===== config.mk =====
export PLATFORM = sky130hd
export DESIGN_NAME = dpmc_mode_ctrl
export DESIGN_NICKNAME = d
export VERILOG_FILES = /design/src/verilog/dpmc_pkg.sv /design/src/verilog/dpmc_ref_divider.sv /design/src/verilog/dpmc_mode_ctrl.sv
export SDC_FILE = /design/constraint.sdc
export NUM_CORES = 1
export LEC_CHECK = 0
export ABC_AREA = 0
export BUFFER_PORTS_ARGS = -buffer_cell sky130_fd_sc_hd__buf_2
export CAP_MARGIN = 10
export CORE_MARGIN = 2
export CORE_UTILIZATION = 30
export CTS_CLUSTER_DIAMETER = 30
export DETAILED_ROUTE_END_ITERATION = 10
export PLACE_DENSITY = 0.54
export SLEW_MARGIN = 0
export SYNTH_ARGS = -nofsm -noshare
export SYNTH_HDL_FRONTEND = slang
export SYNTH_HIERARCHICAL = 1
export SYNTH_SLANG_ARGS = --single-unit

===== constraint.sdc =====
create_clock -name clk_i -period 4.25 [get_ports clk_i]
set_input_delay 0.85 -clock clk_i [delete_from_list [all_inputs] [get_ports clk_i]]
set_output_delay 0.85 -clock clk_i [all_outputs]
set_load 0.005 [all_outputs]

===== src/verilog/dpmc_pkg.sv =====
// Package with register map, field layout and constants of the mode control
package dpmc_pkg;

    // ****************************************************************
    // Register map
    // ****************************************************************
    localparam logic [7:0]  DPMC_MODE_TWO_ADDR   = 8'h2c;
    localparam logic [7:0]  DPMC_STATUS_ADDR     = 8'h30;
    localparam logic [15:0] DPMC_MODE_TWO_RESET  = 16'h0000;
    localparam logic [15:0] DPMC_MODE_TWO_WMASK  = 16'h0fff;

    // ****************************************************************
    // Field positions
    // ****************************************************************
    localparam int DPMC_FDS_LSB   = 8;
    localparam int DPMC_B_CLOCK_FAIL_OUT_ENABLE_BIT  = 7;
    localparam int DPMC_A_CLOCK_FAIL_OUT_ENABLE_BIT  = 6;
    localparam int DPMC_INV_BIT   = 5;
    localparam int DPMC_DIV_LSB   = 3;
    localparam int DPMC_SRC_LSB   = 0;

    // ****************************************************************
    // Divider ratios
    // ****************************************************************
    localparam int DPMC_DIV_A     = 193;
    localparam int DPMC_DIV_B     = 256;

    // AXI responses
    localparam logic [1:0] DPMC_RESP_OKAY   = 2'b00;
    localparam logic [1:0] DPMC_RESP_SLVERR = 2'b10;

    // Failure detection selection
    typedef enum logic [1:0] {
        DPMC_FD_AUTO      = 2'b00,
        DPMC_FD_EXTERNAL  = 2'b01,
        DPMC_FD_FORCE_PRI = 2'b10,
        DPMC_FD_FORCE_SEC = 2'b11
    } dpmc_fd_t;

    // Divider codes
    typedef enum logic [1:0] {
        DPMC_DIV_PASS = 2'b00,
        DPMC_DIV_193  = 2'b01,
        DPMC_DIV_256  = 2'b10,
        DPMC_DIV_RSVD = 2'b11
    } dpmc_div_t;

endpackage : dpmc_pkg


===== src/verilog/dpmc_ref_divider.sv =====
// Divides the chosen local reference by 193 or 256 for the recovered output
`timescale 1ns/10ps
module dpmc_ref_divider
    import dpmc_pkg::*;
(
    // Clock and reset
    input  wire logic       clk_i,
    input  wire logic       rst_i,
    // Control
    input  wire logic [1:0] div_sel_i,
    input  wire logic       ref_i,
    // Result
    output logic            ref_o
);

    logic       ref_q;
    logic [8:0] cnt;
    logic [8:0] next_cnt;
    logic       next_ref_q;
    logic       out_q;
    logic       next_out_q;
    logic [8:0] ratio;

    // Divide on rising edges of the sampled reference
    always_comb begin
        next_ref_q = ref_i;
        next_cnt   = cnt;
        next_out_q = out_q;
        ratio      = (div_sel_i == DPMC_DIV_193) ? 9'(DPMC_DIV_A)
                                                 : 9'(DPMC_DIV_B);
        case (div_sel_i)
            DPMC_DIV_PASS: begin
                next_cnt   = 9'h000;
                next_out_q = ref_i;
            end
            DPMC_DIV_193, DPMC_DIV_256: begin
                if (ref_i && !ref_q) begin
                    if (cnt >= ratio - 9'h001) begin
                        next_cnt = 9'h000;
                    end else begin
                        next_cnt = cnt + 9'h001;
                    end
                    // High for the first half of each output period
                    next_out_q = (next_cnt < (ratio >> 1));
                end
            end
            default: begin
                // Reserved code: output held low
                next_cnt   = 9'h000;
                next_out_q = 1'b0;
            end
        endcase
    end

    always_ff @(posedge clk_i) begin
        if (rst_i) begin
            ref_q <= 1'b0;
            cnt   <= 9'h000;
            out_q <= 1'b0;
        end else begin
            ref_q <= next_ref_q;
            cnt   <= next_cnt;
            out_q <= next_out_q;
        end
    end

    assign ref_o = out_q;

endmodule : dpmc_ref_divider


===== src/verilog/dpmc_mode_ctrl.sv =====
// Mode control register two of the loop: reference choice, fail outputs
//
// Functional notes
// - Code 00 selects using internal monitor failures
// - Code 01 uses external loss-of-signal inputs
// - Code 10 forces the primary reference
// - Code 11 forces the secondary reference
// - Bit 7 drives or tri-states B fail
// - Bit 6 drives or tri-states A fail
// - Bit 5 inverts both backplane references
// - Bits 4-3 pass, divide 193 or 256
// - Bits 2-0 pick one of eight locals
`timescale 1ns/10ps
module dpmc_mode_ctrl
    import dpmc_pkg::*;
#(
    parameter int ADDR_W = 8
)
(
    // Clock and reset
    input  wire logic              clk_i,
    input  wire logic              rst_i,
    // AXI4-Lite write
    input  wire logic [ADDR_W-1:0] awaddr_i,
    input  wire logic              awvalid_i,
    output logic                   awready_o,
    input  wire logic [31:0]       wdata_i,
    input  wire logic [3:0]        wstrb_i,
    input  wire logic              wvalid_i,
    output logic                   wready_o,
    output logic [1:0]             bresp_o,
    output logic                   bvalid_o,
    input  wire logic              bready_i,
    // AXI4-Lite read
    input  wire logic [ADDR_W-1:0] araddr_i,
    input  wire logic              arvalid_i,
    output logic                   arready_o,
    output logic [31:0]            rdata_o,
    output logic [1:0]             rresp_o,
    output logic                   rvalid_o,
    input  wire logic              rready_i,
    // Reference inputs
    input  wire logic              backplane_reference_one_i,
    input  wire logic              backplane_reference_two_i,
    input  wire logic [7:0]        local_reference_i,
    // Failure sources
    input  wire logic              pri_internal_fail_i,
    input  wire logic              sec_internal_fail_i,
    input  wire logic              primary_loss_of_signal_in_i,
    input  wire logic              secondary_loss_of_signal_in_i,
    input  wire logic              a_clock_fail_i,
    input  wire logic              b_clock_fail_i,
    // Loop side
    output logic                   loop_ref_one_o,
    output logic                   loop_ref_two_o,
    output logic                   use_secondary_o,
    output logic                   pri_fail_o,
    output logic                   sec_fail_o,
    // Fail pins
    output logic                   a_clock_fail_o,
    output logic                   a_clock_fail_oe_o,
    output logic                   b_clock_fail_o,
    output logic                   b_clock_fail_oe_o,
    // Recovered reference
    output logic                   recovered_reference_out_o
);

    if (ADDR_W < 8) begin : g_chk
        $error("ADDR_W must be at least 8");
    end

    // ****************************************************************
    // Register bus slave
    // ****************************************************************
    logic        aw_held, w_held, next_aw_held, next_w_held;
    logic [ADDR_W-1:0] aw_addr, next_aw_addr;
    logic [31:0] w_data, next_w_data;
    logic [3:0]  w_strb, next_w_strb;
    logic        bvalid, next_bvalid;
    logic [1:0]  bresp, next_bresp;
    logic        rvalid, next_rvalid;
    logic [1:0]  rresp, next_rresp;
    logic [31:0] rdata, next_rdata;
    logic [15:0] mode_two, next_mode_two;
    logic [15:0] wr_merge;
    logic        sel_src;
    logic        awready, wready, arready;

    // Address and data taken in either order; response once both held
    always_comb begin
        next_aw_held  = aw_held;
        next_w_held   = w_held;
        next_aw_addr  = aw_addr;
        next_w_data   = w_data;
        next_w_strb   = w_strb;
        next_bvalid   = bvalid;
        next_bresp    = bresp;
        next_mode_two = mode_two;
        wr_merge      = mode_two;
        if (awvalid_i && !aw_held) begin
            next_aw_held = 1'b1;
            next_aw_addr = awaddr_i;
        end
        if (wvalid_i && !w_held) begin
            next_w_held = 1'b1;
            next_w_data = wdata_i;
            next_w_strb = wstrb_i;
        end
        if (bvalid && bready_i) begin
            next_bvalid = 1'b0;
        end
        if (aw_held && w_held && !bvalid) begin
            next_aw_held = 1'b0;
            next_w_held  = 1'b0;
            next_bvalid  = 1'b1;
            if (aw_addr[7:2] == DPMC_MODE_TWO_ADDR[7:2]) begin
                if (w_strb[0]) wr_merge[7:0]  = w_data[7:0];
                if (w_strb[1]) wr_merge[15:8] = w_data[15:8];
                // Top nibble reserved, stays zero
                next_mode_two = wr_merge & DPMC_MODE_TWO_WMASK;
                next_bresp    = DPMC_RESP_OKAY;
            end else if (aw_addr[7:2] == DPMC_STATUS_ADDR[7:2]) begin
                next_bresp = DPMC_RESP_OKAY;    // Read-only, write ignored
            end else begin
                next_bresp = DPMC_RESP_SLVERR;
            end
        end
    end

    // Read answer one cycle after the address is taken
    always_comb begin
        next_rvalid = rvalid;
        next_rresp  = rresp;
        next_rdata  = rdata;
        if (rvalid && rready_i) begin
            next_rvalid = 1'b0;
        end
        if (arvalid_i && !rvalid) begin
            next_rvalid = 1'b1;
            next_rresp  = DPMC_RESP_OKAY;
            if (araddr_i[7:2] == DPMC_MODE_TWO_ADDR[7:2]) begin
                next_rdata = {16'h0000, mode_two};
            end else if (araddr_i[7:2] == DPMC_STATUS_ADDR[7:2]) begin
                next_rdata = {27'h0000000, recovered_reference_out_o,
                              pri_fail_o, sec_fail_o, use_secondary_o,
                              sel_src};
            end else begin
                next_rdata = 32'h00000000;
                next_rresp = DPMC_RESP_SLVERR;
            end
        end
    end

    always_ff @(posedge clk_i) begin
        if (rst_i) begin
            aw_held  <= 1'b0;
            w_held   <= 1'b0;
            aw_addr  <= '0;
            w_data   <= 32'h00000000;
            w_strb   <= 4'h0;
            bvalid   <= 1'b0;
            bresp    <= DPMC_RESP_OKAY;
            rvalid   <= 1'b0;
            rresp    <= DPMC_RESP_OKAY;
            rdata    <= 32'h00000000;
            mode_two <= DPMC_MODE_TWO_RESET;
            awready  <= 1'b1;
            wready   <= 1'b1;
            arready  <= 1'b1;
        end else begin
            aw_held  <= next_aw_held;
            w_held   <= next_w_held;
            aw_addr  <= next_aw_addr;
            w_data   <= next_w_data;
            w_strb   <= next_w_strb;
            bvalid   <= next_bvalid;
            bresp    <= next_bresp;
            rvalid   <= next_rvalid;
            rresp    <= next_rresp;
            rdata    <= next_rdata;
            mode_two <= next_mode_two;
            awready  <= !next_aw_held;
            wready   <= !next_w_held;
            arready  <= !next_rvalid;
        end
    end

    assign awready_o = awready;
    assign wready_o  = wready;
    assign bvalid_o  = bvalid;
    assign bresp_o   = bresp;
    assign arready_o = arready;
    assign rvalid_o  = rvalid;
    assign rresp_o   = rresp;
    assign rdata_o   = rdata;

    // ****************************************************************
    // Field decode
    // ****************************************************************
    dpmc_fd_t   failure_detect_select;
    logic       b_clock_fail_out_enable;
    logic       a_clock_fail_out_enable;
    logic       backplane_ref_invert;
    logic [1:0] recovered_ref_divider;
    logic [2:0] recovered_ref_source_select;

    assign failure_detect_select =
        dpmc_fd_t'(mode_two[DPMC_FDS_LSB +: 2]);
    assign b_clock_fail_out_enable = mode_two[DPMC_B_CLOCK_FAIL_OUT_ENABLE_BIT];
    assign a_clock_fail_out_enable = mode_two[DPMC_A_CLOCK_FAIL_OUT_ENABLE_BIT];
    assign backplane_ref_invert    = mode_two[DPMC_INV_BIT];
    assign recovered_ref_divider   = mode_two[DPMC_DIV_LSB +: 2];
    assign recovered_ref_source_select = mode_two[DPMC_SRC_LSB +: 3];

    // ****************************************************************
    // Reference choice and pins
    // ****************************************************************
    logic pri_f, sec_f, use_sec, next_use_sec, next_pri_f, next_sec_f;
    logic loop1, loop2, afo, afoe, bfo, bfoe, srcq;

    // Failure source per mode; forced modes ignore monitors in the choice, fail flags still follow internal monitors
    always_comb begin
        next_pri_f   = pri_internal_fail_i;
        next_sec_f   = sec_internal_fail_i;
        next_use_sec = use_sec;
        case (failure_detect_select)
            DPMC_FD_AUTO: begin
                next_pri_f = pri_internal_fail_i;
                next_sec_f = sec_internal_fail_i;
                if (next_pri_f && !next_sec_f) next_use_sec = 1'b1;
                if (!next_pri_f) next_use_sec = 1'b0;
            end
            DPMC_FD_EXTERNAL: begin
                next_pri_f = primary_loss_of_signal_in_i;
                next_sec_f = secondary_loss_of_signal_in_i;
                if (next_pri_f && !next_sec_f) next_use_sec = 1'b1;
                if (!next_pri_f) next_use_sec = 1'b0;
            end
            DPMC_FD_FORCE_PRI: begin
                next_use_sec = 1'b0;
            end
            default: begin
                next_use_sec = 1'b1;
            end
        endcase
    end

    always_ff @(posedge clk_i) begin
        if (rst_i) begin
            pri_f   <= 1'b0;
            sec_f   <= 1'b0;
            use_sec <= 1'b0;
            loop1   <= 1'b0;
            loop2   <= 1'b0;
            afo     <= 1'b0;
            afoe    <= 1'b0;
            bfo     <= 1'b0;
            bfoe    <= 1'b0;
            srcq    <= 1'b0;
        end else begin
            pri_f   <= next_pri_f;
            sec_f   <= next_sec_f;
            use_sec <= next_use_sec;
            loop1   <= backplane_reference_one_i ^ backplane_ref_invert;
            loop2   <= backplane_reference_two_i ^ backplane_ref_invert;
            afo     <= a_clock_fail_i;
            afoe    <= a_clock_fail_out_enable;
            bfo     <= b_clock_fail_i;
            bfoe    <= b_clock_fail_out_enable;
            srcq    <= local_reference_i[recovered_ref_source_select];
        end
    end

    assign sel_src           = srcq;
    assign pri_fail_o        = pri_f;
    assign sec_fail_o        = sec_f;
    assign use_secondary_o   = use_sec;
    assign loop_ref_one_o    = loop1;
    assign loop_ref_two_o    = loop2;
    assign a_clock_fail_o    = afo;
    assign a_clock_fail_oe_o = afoe;
    assign b_clock_fail_o    = bfo;
    assign b_clock_fail_oe_o = bfoe;

    // Divider on the selected local reference
    dpmc_ref_divider u_div (
        .clk_i     (clk_i),
        .rst_i     (rst_i),
        .div_sel_i (recovered_ref_divider),
        .ref_i     (srcq),
        .ref_o     (recovered_reference_out_o)
    );

endmodule : dpmc_mode_ctrl


After elaboration in Yosys (flattened, before gate mapping)
Index checks and enable logic that the tools add are counted. W data, S select, Z words.

Register bits: 98. Input bits: 75. Output and inout bits: 51. Logic and storage cells: 104.

Multiplexer cells: 29. Add/subtract/negate cells: 2. Bitwise logic cells: 3. Eq/ne operators: 11. Reduce and logical (&&, ||, !) cells: 28. Magnitude comparators: 3.

Operators by type and width (number): $mux W9 (4); $eq A6 B4 Y1 const B (4); $mux W1 (16); $mux W12 (1); $logic_and A1 B1 Y1 (10); $logic_not A1 Y1 (10); $add A9 B1 Y9 const B (1); $ge A9 B9 Y1 (1); $lt A9 B8 Y1 (1); $sub A9 B1 Y9 const B (1); $mux W2 (4); $ne A3 B3 Y1 const B (2); $reduce_and A3 Y1 (2); $mux W5 (1); $eq A2 B1 Y1 const B (2); $eq A2 B2 Y1 const B (2); $logic_not A2 Y1 (2); $lt A3 B4 Y1 const B (1); $reduce_or A2 Y1 (2); $bmux W1 S3 (1); $pmux W1 S3 (1); $ne A2 B1 Y1 const B (1); $pmux W1 S2 (1); $reduce_and A2 Y1 (1); other kinds (3) (4).

Longest topological paths before layout
Gate-level depths: netlist of the first run.

Word-level depth: 10. Depth in mapped cells: 17. Gate-level depth less buffers: 15.

Hierarchy
The synthesis of the first run kept the hierarchy.

Modules (own cells, without submodules): dpmc_mode_ctrl (instances 1, cells each 297, seq. area each 1261.2 µm², area each 2700.1 µm²); dpmc_ref_divider (instances 1, cells each 118, seq. area each 220.2 µm², area each 917.1 µm²).

Worst setup path after synthesis of the first run
No wires, ideal clock.

Path kind: reg2reg. From: register mode_two[4]. To: register u_div.out_q (netlist: u_div/ref_o). Period minus slack after synthesis: 2.924 ns. Arrival: 2.866 ns. Cell stages (with the launch flop): 18. Setup time: 0.058 ns. Data required time: 4.192 ns. Path buffers: 2. Path slack: 1.326 ns. Cell sequence: dfxtp_1 inv_1 ha_1 buf_6 inv_1 ha_1 or2b_2 a21oi_1 o31a_1 buf_6 o21ai_2 nor2_1 ha_1 and2b_2 o21ai_0 nand3b_1 a211oi_1 o21a_1.

Word-level cells in the longest chain between the ends: 10. Elaborated cells on any way between the ends: 14. Those cells by class: add/sub: 1; order compare: 2; eq/ne: 3; mux: 6; reduce/logical: 2.

Ends and longest elaborated chain: start, declared (RTL line dpmc_mode_ctrl.sv:84) `logic [15:0] mode_two, next_mode_two;`; start signal, assigned (RTL line dpmc_mode_ctrl.sv:181) `mode_two <= next_mode_two;`; $eq A2 B1 Y1 (RTL line dpmc_ref_divider.sv:29, dpmc_ref_divider.sv:31); $mux W9 (RTL line dpmc_ref_divider.sv:29) `ratio = (div_sel_i == DPMC_DIV_193) ? 9'(DPMC_DIV_A)`; $sub A9 B1 Y9 (RTL line dpmc_ref_divider.sv:38) `if (cnt >= ratio - 9'h001) begin`; $ge A9 B9 Y1 (RTL line dpmc_ref_divider.sv:38); $mux W9 (RTL line dpmc_ref_divider.sv:38); $mux W9 (RTL line dpmc_ref_divider.sv:37) `if (ref_i && !ref_q) begin`; $mux W9 (RTL line dpmc_ref_divider.sv:31) `case (div_sel_i)`; $lt A9 B8 Y1 (RTL line dpmc_ref_divider.sv:44) `next_out_q = (next_cnt < (ratio >> 1));`; $mux W1 (RTL line dpmc_ref_divider.sv:37); $pmux W1 S2 (RTL line dpmc_ref_divider.sv:31); end signal, assigned (RTL line dpmc_ref_divider.sv:63) `out_q <= next_out_q;`; end, declared (RTL line dpmc_ref_divider.sv:20) `logic out_q;`.

Several ways; a longest one is shown, not always the timed one. The select of a mux whose other input is x is not followed. A chain may end at the register's enable or synchronous reset.

Worst setup path after layout of the first run
From: register mode_two[3]. To: register u_div.out_q (netlist: u_div/ref_o).

Same word-level chain as after synthesis.

==> out/qor.csv, run 1 <==
stage,metric,value,unit
status,status,completed,
die,dieWidth,114,um
timing,rsz0062_at_grt,false,
timing,final.setup.tns,0,ns
power,p_int,1260,uW
place,numPortBuffers,77,
die,ios,126,
clocking,htreeDepth,3,
clocking,clock_latency,0.33,ns
die,start_util,0.304,
worst_setup_path,rr_worst_depth,14,
clocking,cts_tree,done,
layout,mostFrequentLayoutCell,buf_2,
drt,first_iter_violations,127,
global_routing,grt_max_degree,65,
drt,avgViaCountPerCell,4.84,
global_routing,antenna_found_initial,0,
power,peakVddDrop,0.218,mV
place,place_area,3940,um^2
drt,drtAntennaViolNets,0,
logic_synthesis,syn_avg_cell_area,8.72,um^2
timing,fmax,292,MHz
power,p_comb_frac,0.076,
timing,timing.slew.headroom,0.484,
clocking,cts_setup_buffers,0,
hold_path,hold_class,flip-flop to flip-flop,
worst_setup_path,cp.arrival,3.70,ns
global_routing,grt_pass1_vias,2788,
place,hpwl,6160,um
layout,n_antenna_cell,0,
logic_synthesis,synth-seq-area-share,0.410,
job,maxCapViolations,0,
worst_setup_path,worstSetupPathType,flip-flop to flip-flop,
global_routing,grt_first_pass_wirelength,13800,um
die,core,11900,um^2
clocking,cts_buffers,9,
drt,drcViolationCount,0,
layout,areaGrowthSynthToFinish,17.6,%
global_routing,overflow,0,
logic_synthesis,yosysWarnings,6,
timing,slew_viol_final,0,
die,dieArea,13000,um^2
timing,tightest_slew,0.773,ns
layout,final_cell_mix,"77 x buf_2, 74 x dfxtp_1, 51 x nand2_1",
clocking,clkTransAtPathRegs,0.06,ns
worst_setup_path,rrSetupSlack,0.82,ns
worst_setup_path,cp.required,4.52,ns
logic_synthesis,synthDistinctLibCells,58,
power,clock_power_share,0.474,
worst_setup_path,worstSetupEndpoint,u_div/ref_o,
drt,routedWlPerCell,13.6,um
clocking,cts_max_path_buffers,2,
drt,firstDrtPassIters,4,
die,row_count,40,
timing,post-route-period-util,0.806,
clocking,clock-sinks,74,
timing,clock_skew,0.00841,ns
logic_synthesis,syn-cell-area,3620,um^2
layout,fin_nets,559,
worst_setup_path,startpoint,mode_two[3],
worst_setup_path,r2r-start,mode_two[3],
timing,hold_violations,0,
clocking,cts_hold_buf,0,
drt,dr_total_vias,3034,
layout,drive_gt1_frac,0.229,
timing,hold_ws,0.453,ns
logic_synthesis,ys_ff_latch,74,
global_routing,globalRouteTotalUtil,0.134,
clocking,cts_resized,0,
logic_synthesis,synth_edf_count,0,
worst_setup_path,critPathMaxFanout,10,
clocking,cts_root_buffer,clkbuf_16,
worst_setup_path,reg2reg_to,u_div/ref_o,
layout,finish.utilization,0.357,
logic_synthesis,syn_inst,415,
power,sequentialPowerShare,0.450,
layout,fillCellCount,1229,
worst_setup_path,critPathCaptureType,flip-flop,
drt,drt_wl_total,8530,um
timing,finalCriticalPeriod,3.43,ns
layout,fin_area,4260,um^2
power,sw_frac_of_total,0.232,
power,p_sw,383,uW
die,die_height,114,um
place,gp_congestion,0.794,
power,power_density,387,nW/um^2
worst_setup_path,critPathLaunchType,flip-flop,
timing,setup_viol,0,
logic_synthesis,synthArstFlopShare,0,
logic_synthesis,synth_ff_type,dfxtp_1,
power,static-leakage-power,0.00170,uW
[cells in the mapped netlist, drive strengths merged (7+ instances only)]
master  number  share of area
nor2b       11          0.019
a21oi       43          0.059
o31ai       13          0.027
clkbuf      11          0.015
buf         40          0.077
mux2i        9          0.025
nand4       19          0.033
nand3       13          0.019
nor3         7          0.011
nand2b       7          0.012
o21ai        9          0.015
dfxtp       74           0.41
inv          9         0.0093
ha           9          0.031
nor2        30          0.031
nand2       51          0.053
[cell type report]
cell class	count	area (um^2)	share of cell area
Timing Repair Buffer	79	400	0.0941
Tap cell	147	184	0.0432
Multi-Input combinational cell	302	1850	0.435
Clock buffer	13	260	0.0612
Sequential cell	74	1480	0.348
Inverter	9	33.8	0.00794
Clock inverter	3	46.3	0.0109
[stage by stage]
| stage | setup slack (ns) | total power [uW] | std cells |
|---|---|---|---|
| 2_1_floorplan | 1.33 | 845 | 436 |
| 3_3_place_gp | 0.922 | 879 | 610 |
| 5_1_grt | 0.496 | 1720 | 627 |
| 4_1_cts | 0.837 | 1670 | 626 |
| 3_5_place_dp | 0.851 | 882 | 610 |
| 6_report | 0.823 | 1650 | 627 |
[power by group through the flow]
stage | clock [uW] | sequential (uW) | combinational [uW]
6_report | 780 | 740 | 126
3_5_place_dp | 0 | 755 | 127
5_1_grt | 838 | 743 | 141
3_3_place_gp | 0 | 754 | 125
2_1_floorplan | 0 | 751 | 94.2
4_1_cts | 802 | 740 | 127
[how the worst min path moves through the flow]
stage,slack [ns],end,start,depth (start not counted)
after floorplan,0.44,w_data[0],w_data[0],2
after global placement,0.44,rdata_o[9],rdata_o[9],2
after detailed placement,0.44,rdata_o[8],rdata_o[8],2
after CTS,0.45,rdata_o[8],rdata_o[8],2
after global routing,0.48,rdata_o[8],rdata_o[8],2
final,0.45,rdata_o[8],rdata_o[8],2
[critical path, cell delays in order, from the launching register on]
cell      delay, ns
dfxtp_1        0.43
ha_1           0.39
inv_1          0.11
ha_1           0.27
or2b_2         0.28
a21oi_1        0.14
o31a_1         0.41
o21ai_2        0.13
nor2_1         0.13
ha_1           0.25
and2b_2        0.19
o21ai_0        0.14
nand3b_1       0.09
a211oi_1       0.24
o21a_1         0.15
[routing by layer]
layer,vias to the layer above,track usage,part of all wire
met3,15,0.0335,0.046
met2,68,0.218,0.48
li1,1553,-,-
met5,-,0,0
met4,0,0.0561,0.019
met1,1398,0.171,0.45
[flip-flops by register name, indices dropped and copies added, names as in the netlist, 2 cells and up]
register	flops
rdata_o	12
u_div/cnt	9
mode_two	12
aw_addr	6
w_strb	2
w_data	12
[cell families after synthesis]
logic type | share of synthesized area
DFF | 0.410
adders and majority gates | 0.0311
and+or+nand+nor | 0.242
AOI/OAI and AO/OA | 0.168
other | 0.00104
muxes | 0.0374
buffers and inverters | 0.101
xor gates and xnor gates | 0.00968
Power figures use the tool's default switching activity.
==> run 2, diff against run 1 <==
- PLACE_DENSITY: 0.54 -> 0.55
- clock period: 4.25 -> 3 ns (I/O delays scaled with it)
==> run 2 against run 1 <==
Critical path depth grew 1. Utilization up 0.39 points. Die area stayed put. Sequential share of layout area fell by 0.29 points. Register-to-register slack lost 0.66 ns. Non-clock buffer count rose by 4. Global-route usage increased by 0.14 points. Cell area rose by 1.1%. Flip-flop and latch count is the same. Highest routed layer unchanged.
==> out/qor.csv, run 2 (synthesis gave the netlist of run 1 again) <==
stage,metric,value,unit,change
layout,areaGrowthSynthToFinish,18.9,%,
place,gp_congestion,0.811,,+2.2%
clocking,cts_setup_buffers,0,,unchanged
drt,drtAntennaViolNets,0,,unchanged
place,hpwl,6280,um,+1.9%
timing,timing.slew.headroom,0.467,,-0.0173
clocking,cts_resized,0,,unchanged
global_routing,globalRouteTotalUtil,0.136,,+0.00144
timing,post-route-period-util,0.945,,+0.139
power,static-leakage-power,0.00172,uW,+1.3%
drt,drt_wl_total,8610,um,+0.91%
drt,drcViolationCount,0,,unchanged
layout,fin_cells,631,,+0.64%
die,ios,126,,unchanged
drt,dr_total_vias,3077,,+1.4%
clocking,htreeDepth,3,,unchanged
global_routing,grt_max_degree,41,,-37%
clocking,cts_tree,done,,
worst_setup_path,critPathLaunchType,flip-flop,,
power,sw_frac_of_total,0.242,,+0.00939
die,row_count,40,,unchanged
worst_setup_path,r2r-start,mode_two[4],,
die,dieWidth,114,um,unchanged
timing,fmax,353,MHz,+21%
worst_setup_path,cp.required,3.28,ns,-1.24 ns
clocking,cts_buffers,9,,unchanged
hold_path,hold_class,flip-flop to flip-flop,,
job,maxCapViolations,0,,unchanged
power,peakVddDrop,0.310,mV,+43%
layout,seq_area,1490,um^2,+0.25%
worst_setup_path,startpoint,mode_two[4],,
layout,drive_gt1_frac,0.248,,+0.0188
layout,multiInputGateArea,1860,um^2,+0.41%
clocking,cts_max_path_buffers,2,,unchanged
global_routing,overflow,0,,unchanged
power,sequentialPowerShare,0.448,,-0.002
die,dieArea,13000,um^2,unchanged
layout,fin_nets,563,,+0.72%
clocking,cts_hold_buf,0,,unchanged
power,p_int,1770,uW,+40%
place,dp_cells,615,,+0.82%
die,start_util,0.304,,unchanged
drt,avgViaCountPerCell,4.88,,+0.77%
power,clock_power_share,0.475,,about the same
worst_setup_path,critPathMaxFanout,4,,-6
global_routing,antenna_found_initial,0,,unchanged
timing,setup_viol,0,,unchanged
place,numPortBuffers,77,,unchanged
layout,final_cell_mix,"77 x buf_2, 73 x dfxtp_1, 51 x nand2_1",,
timing,tightest_slew,0.800,ns,+0.0275 ns
power,p_total,2340,uW,+42%
die,die_height,114,um,unchanged
timing,final.setup.tns,0,ns,unchanged
hold_path,hp-start,rdata_o[11],,
drt,first_iter_violations,114,,-10%
worst_setup_path,cp.arrival,3.11,ns,-0.59 ns
layout,n_antenna_cell,0,,unchanged
die,core,11900,um^2,unchanged
worst_setup_path,worstSetupPathType,flip-flop to flip-flop,,
drt,routedWlPerCell,13.6,um,+0.27%
timing,hold_violations,0,,unchanged
timing,rsz0062_at_grt,false,,
layout,mostFrequentLayoutCell,buf_2,,
timing,finalCriticalPeriod,2.84,ns,-0.592 ns
clocking,clkTransAtPathRegs,0.06,ns,about the same
clocking,clock_latency,0.33,ns,about the same
timing,slew_viol_final,0,,unchanged
clocking,cts_root_buffer,clkbuf_16,,
global_routing,grt_pass1_vias,2874,,+3.1%
global_routing,grt_first_pass_wirelength,14000,um,+1.0%
power,p_comb_frac,0.078,,+0.002
timing,clock_skew,0.00778,ns,-0.000635 ns
worst_setup_path,critPathCaptureType,flip-flop,,
power,p_sw,565,uW,+48%
clocking,clock-sinks,74,,unchanged
power,power_density,543,nW/um^2,+40%
status,status,completed,,
drt,firstDrtPassIters,4,,unchanged
layout,fillCellCount,1251,,+1.8%
## run 2: cell count changes in the layout (fill, tap and decap cells not counted), sizes merged
cell	delta
inv	+1
buf	+4
clkinv	+2
clkbuf	-3
## run 2: stage by stage
step | hold WS (ns) | utilization | cell area [um^2] | setup WS, ns
6_report | 0.449 | 0.361 | 4300 | 0.165
2_1_floorplan | 0.437 | - | 3700 | 0.0760
3_3_place_gp | 0.438 | 0.334 | 3980 | 0.148
5_1_grt | 0.482 | 0.361 | 4300 | 0.0301
3_5_place_dp | 0.444 | 0.334 | 3980 | 0.0751
4_1_cts | 0.452 | 0.360 | 4290 | 0.0508
## run 2: power groups by stage
stage	clock, uW	sequential, uW	combinational (uW)
after floorplan	0	1060	133
final	1110	1050	181
after global routing	1190	1050	204
after global placement	0	1070	178
after detailed placement	0	1070	182
after CTS	1140	1050	182
## run 2: path summary, 6_finish.rpt
check,endpoint,slack [ns],cells past startpoint
worst max-delay path,u_div/ref_o,0.16,15
worst min-delay path,rdata_o[11],0.45,2
worst max register to register,u_div/ref_o,0.16,15
worst min register to register,rdata_o[11],0.45,2
## run 2: area by class of cell
class                           count  share of cell area
Multi-Input combinational cell    302               0.432
Clock inverter                      6              0.0169
Tap cell                          147              0.0428
Clock buffer                       10              0.0556
Sequential cell                    74               0.345
Inverter                            9             0.00785
Timing Repair Buffer               83               0.100
## run 2: worst max-delay path, cell delays in order (launching register included)
cell and delay, ns:
dfxtp_4 0.36, inv_2 0.07, ha_1 0.15, inv_1 0.07, ha_1 0.27, or2b_2 0.28, a21oi_1 0.15, o31a_1 0.18
o21ai_2 0.10, nor2_2 0.12, ha_1 0.24, and2b_2 0.19, o21ai_0 0.14, nand3b_1 0.11, a211oi_2 0.21, o21a_1 0.14
## run 2: per-layer routing
metal / track usage / share of wire / vias up
met2: 0.225 / 0.47 / 61
met4: 0.0472 / 0.014 / 0
met5: 0 / 0 / -
met1: 0.173 / 0.47 / 1445
li1: - / - / 1563
met3: 0.0340 / 0.040 / 8
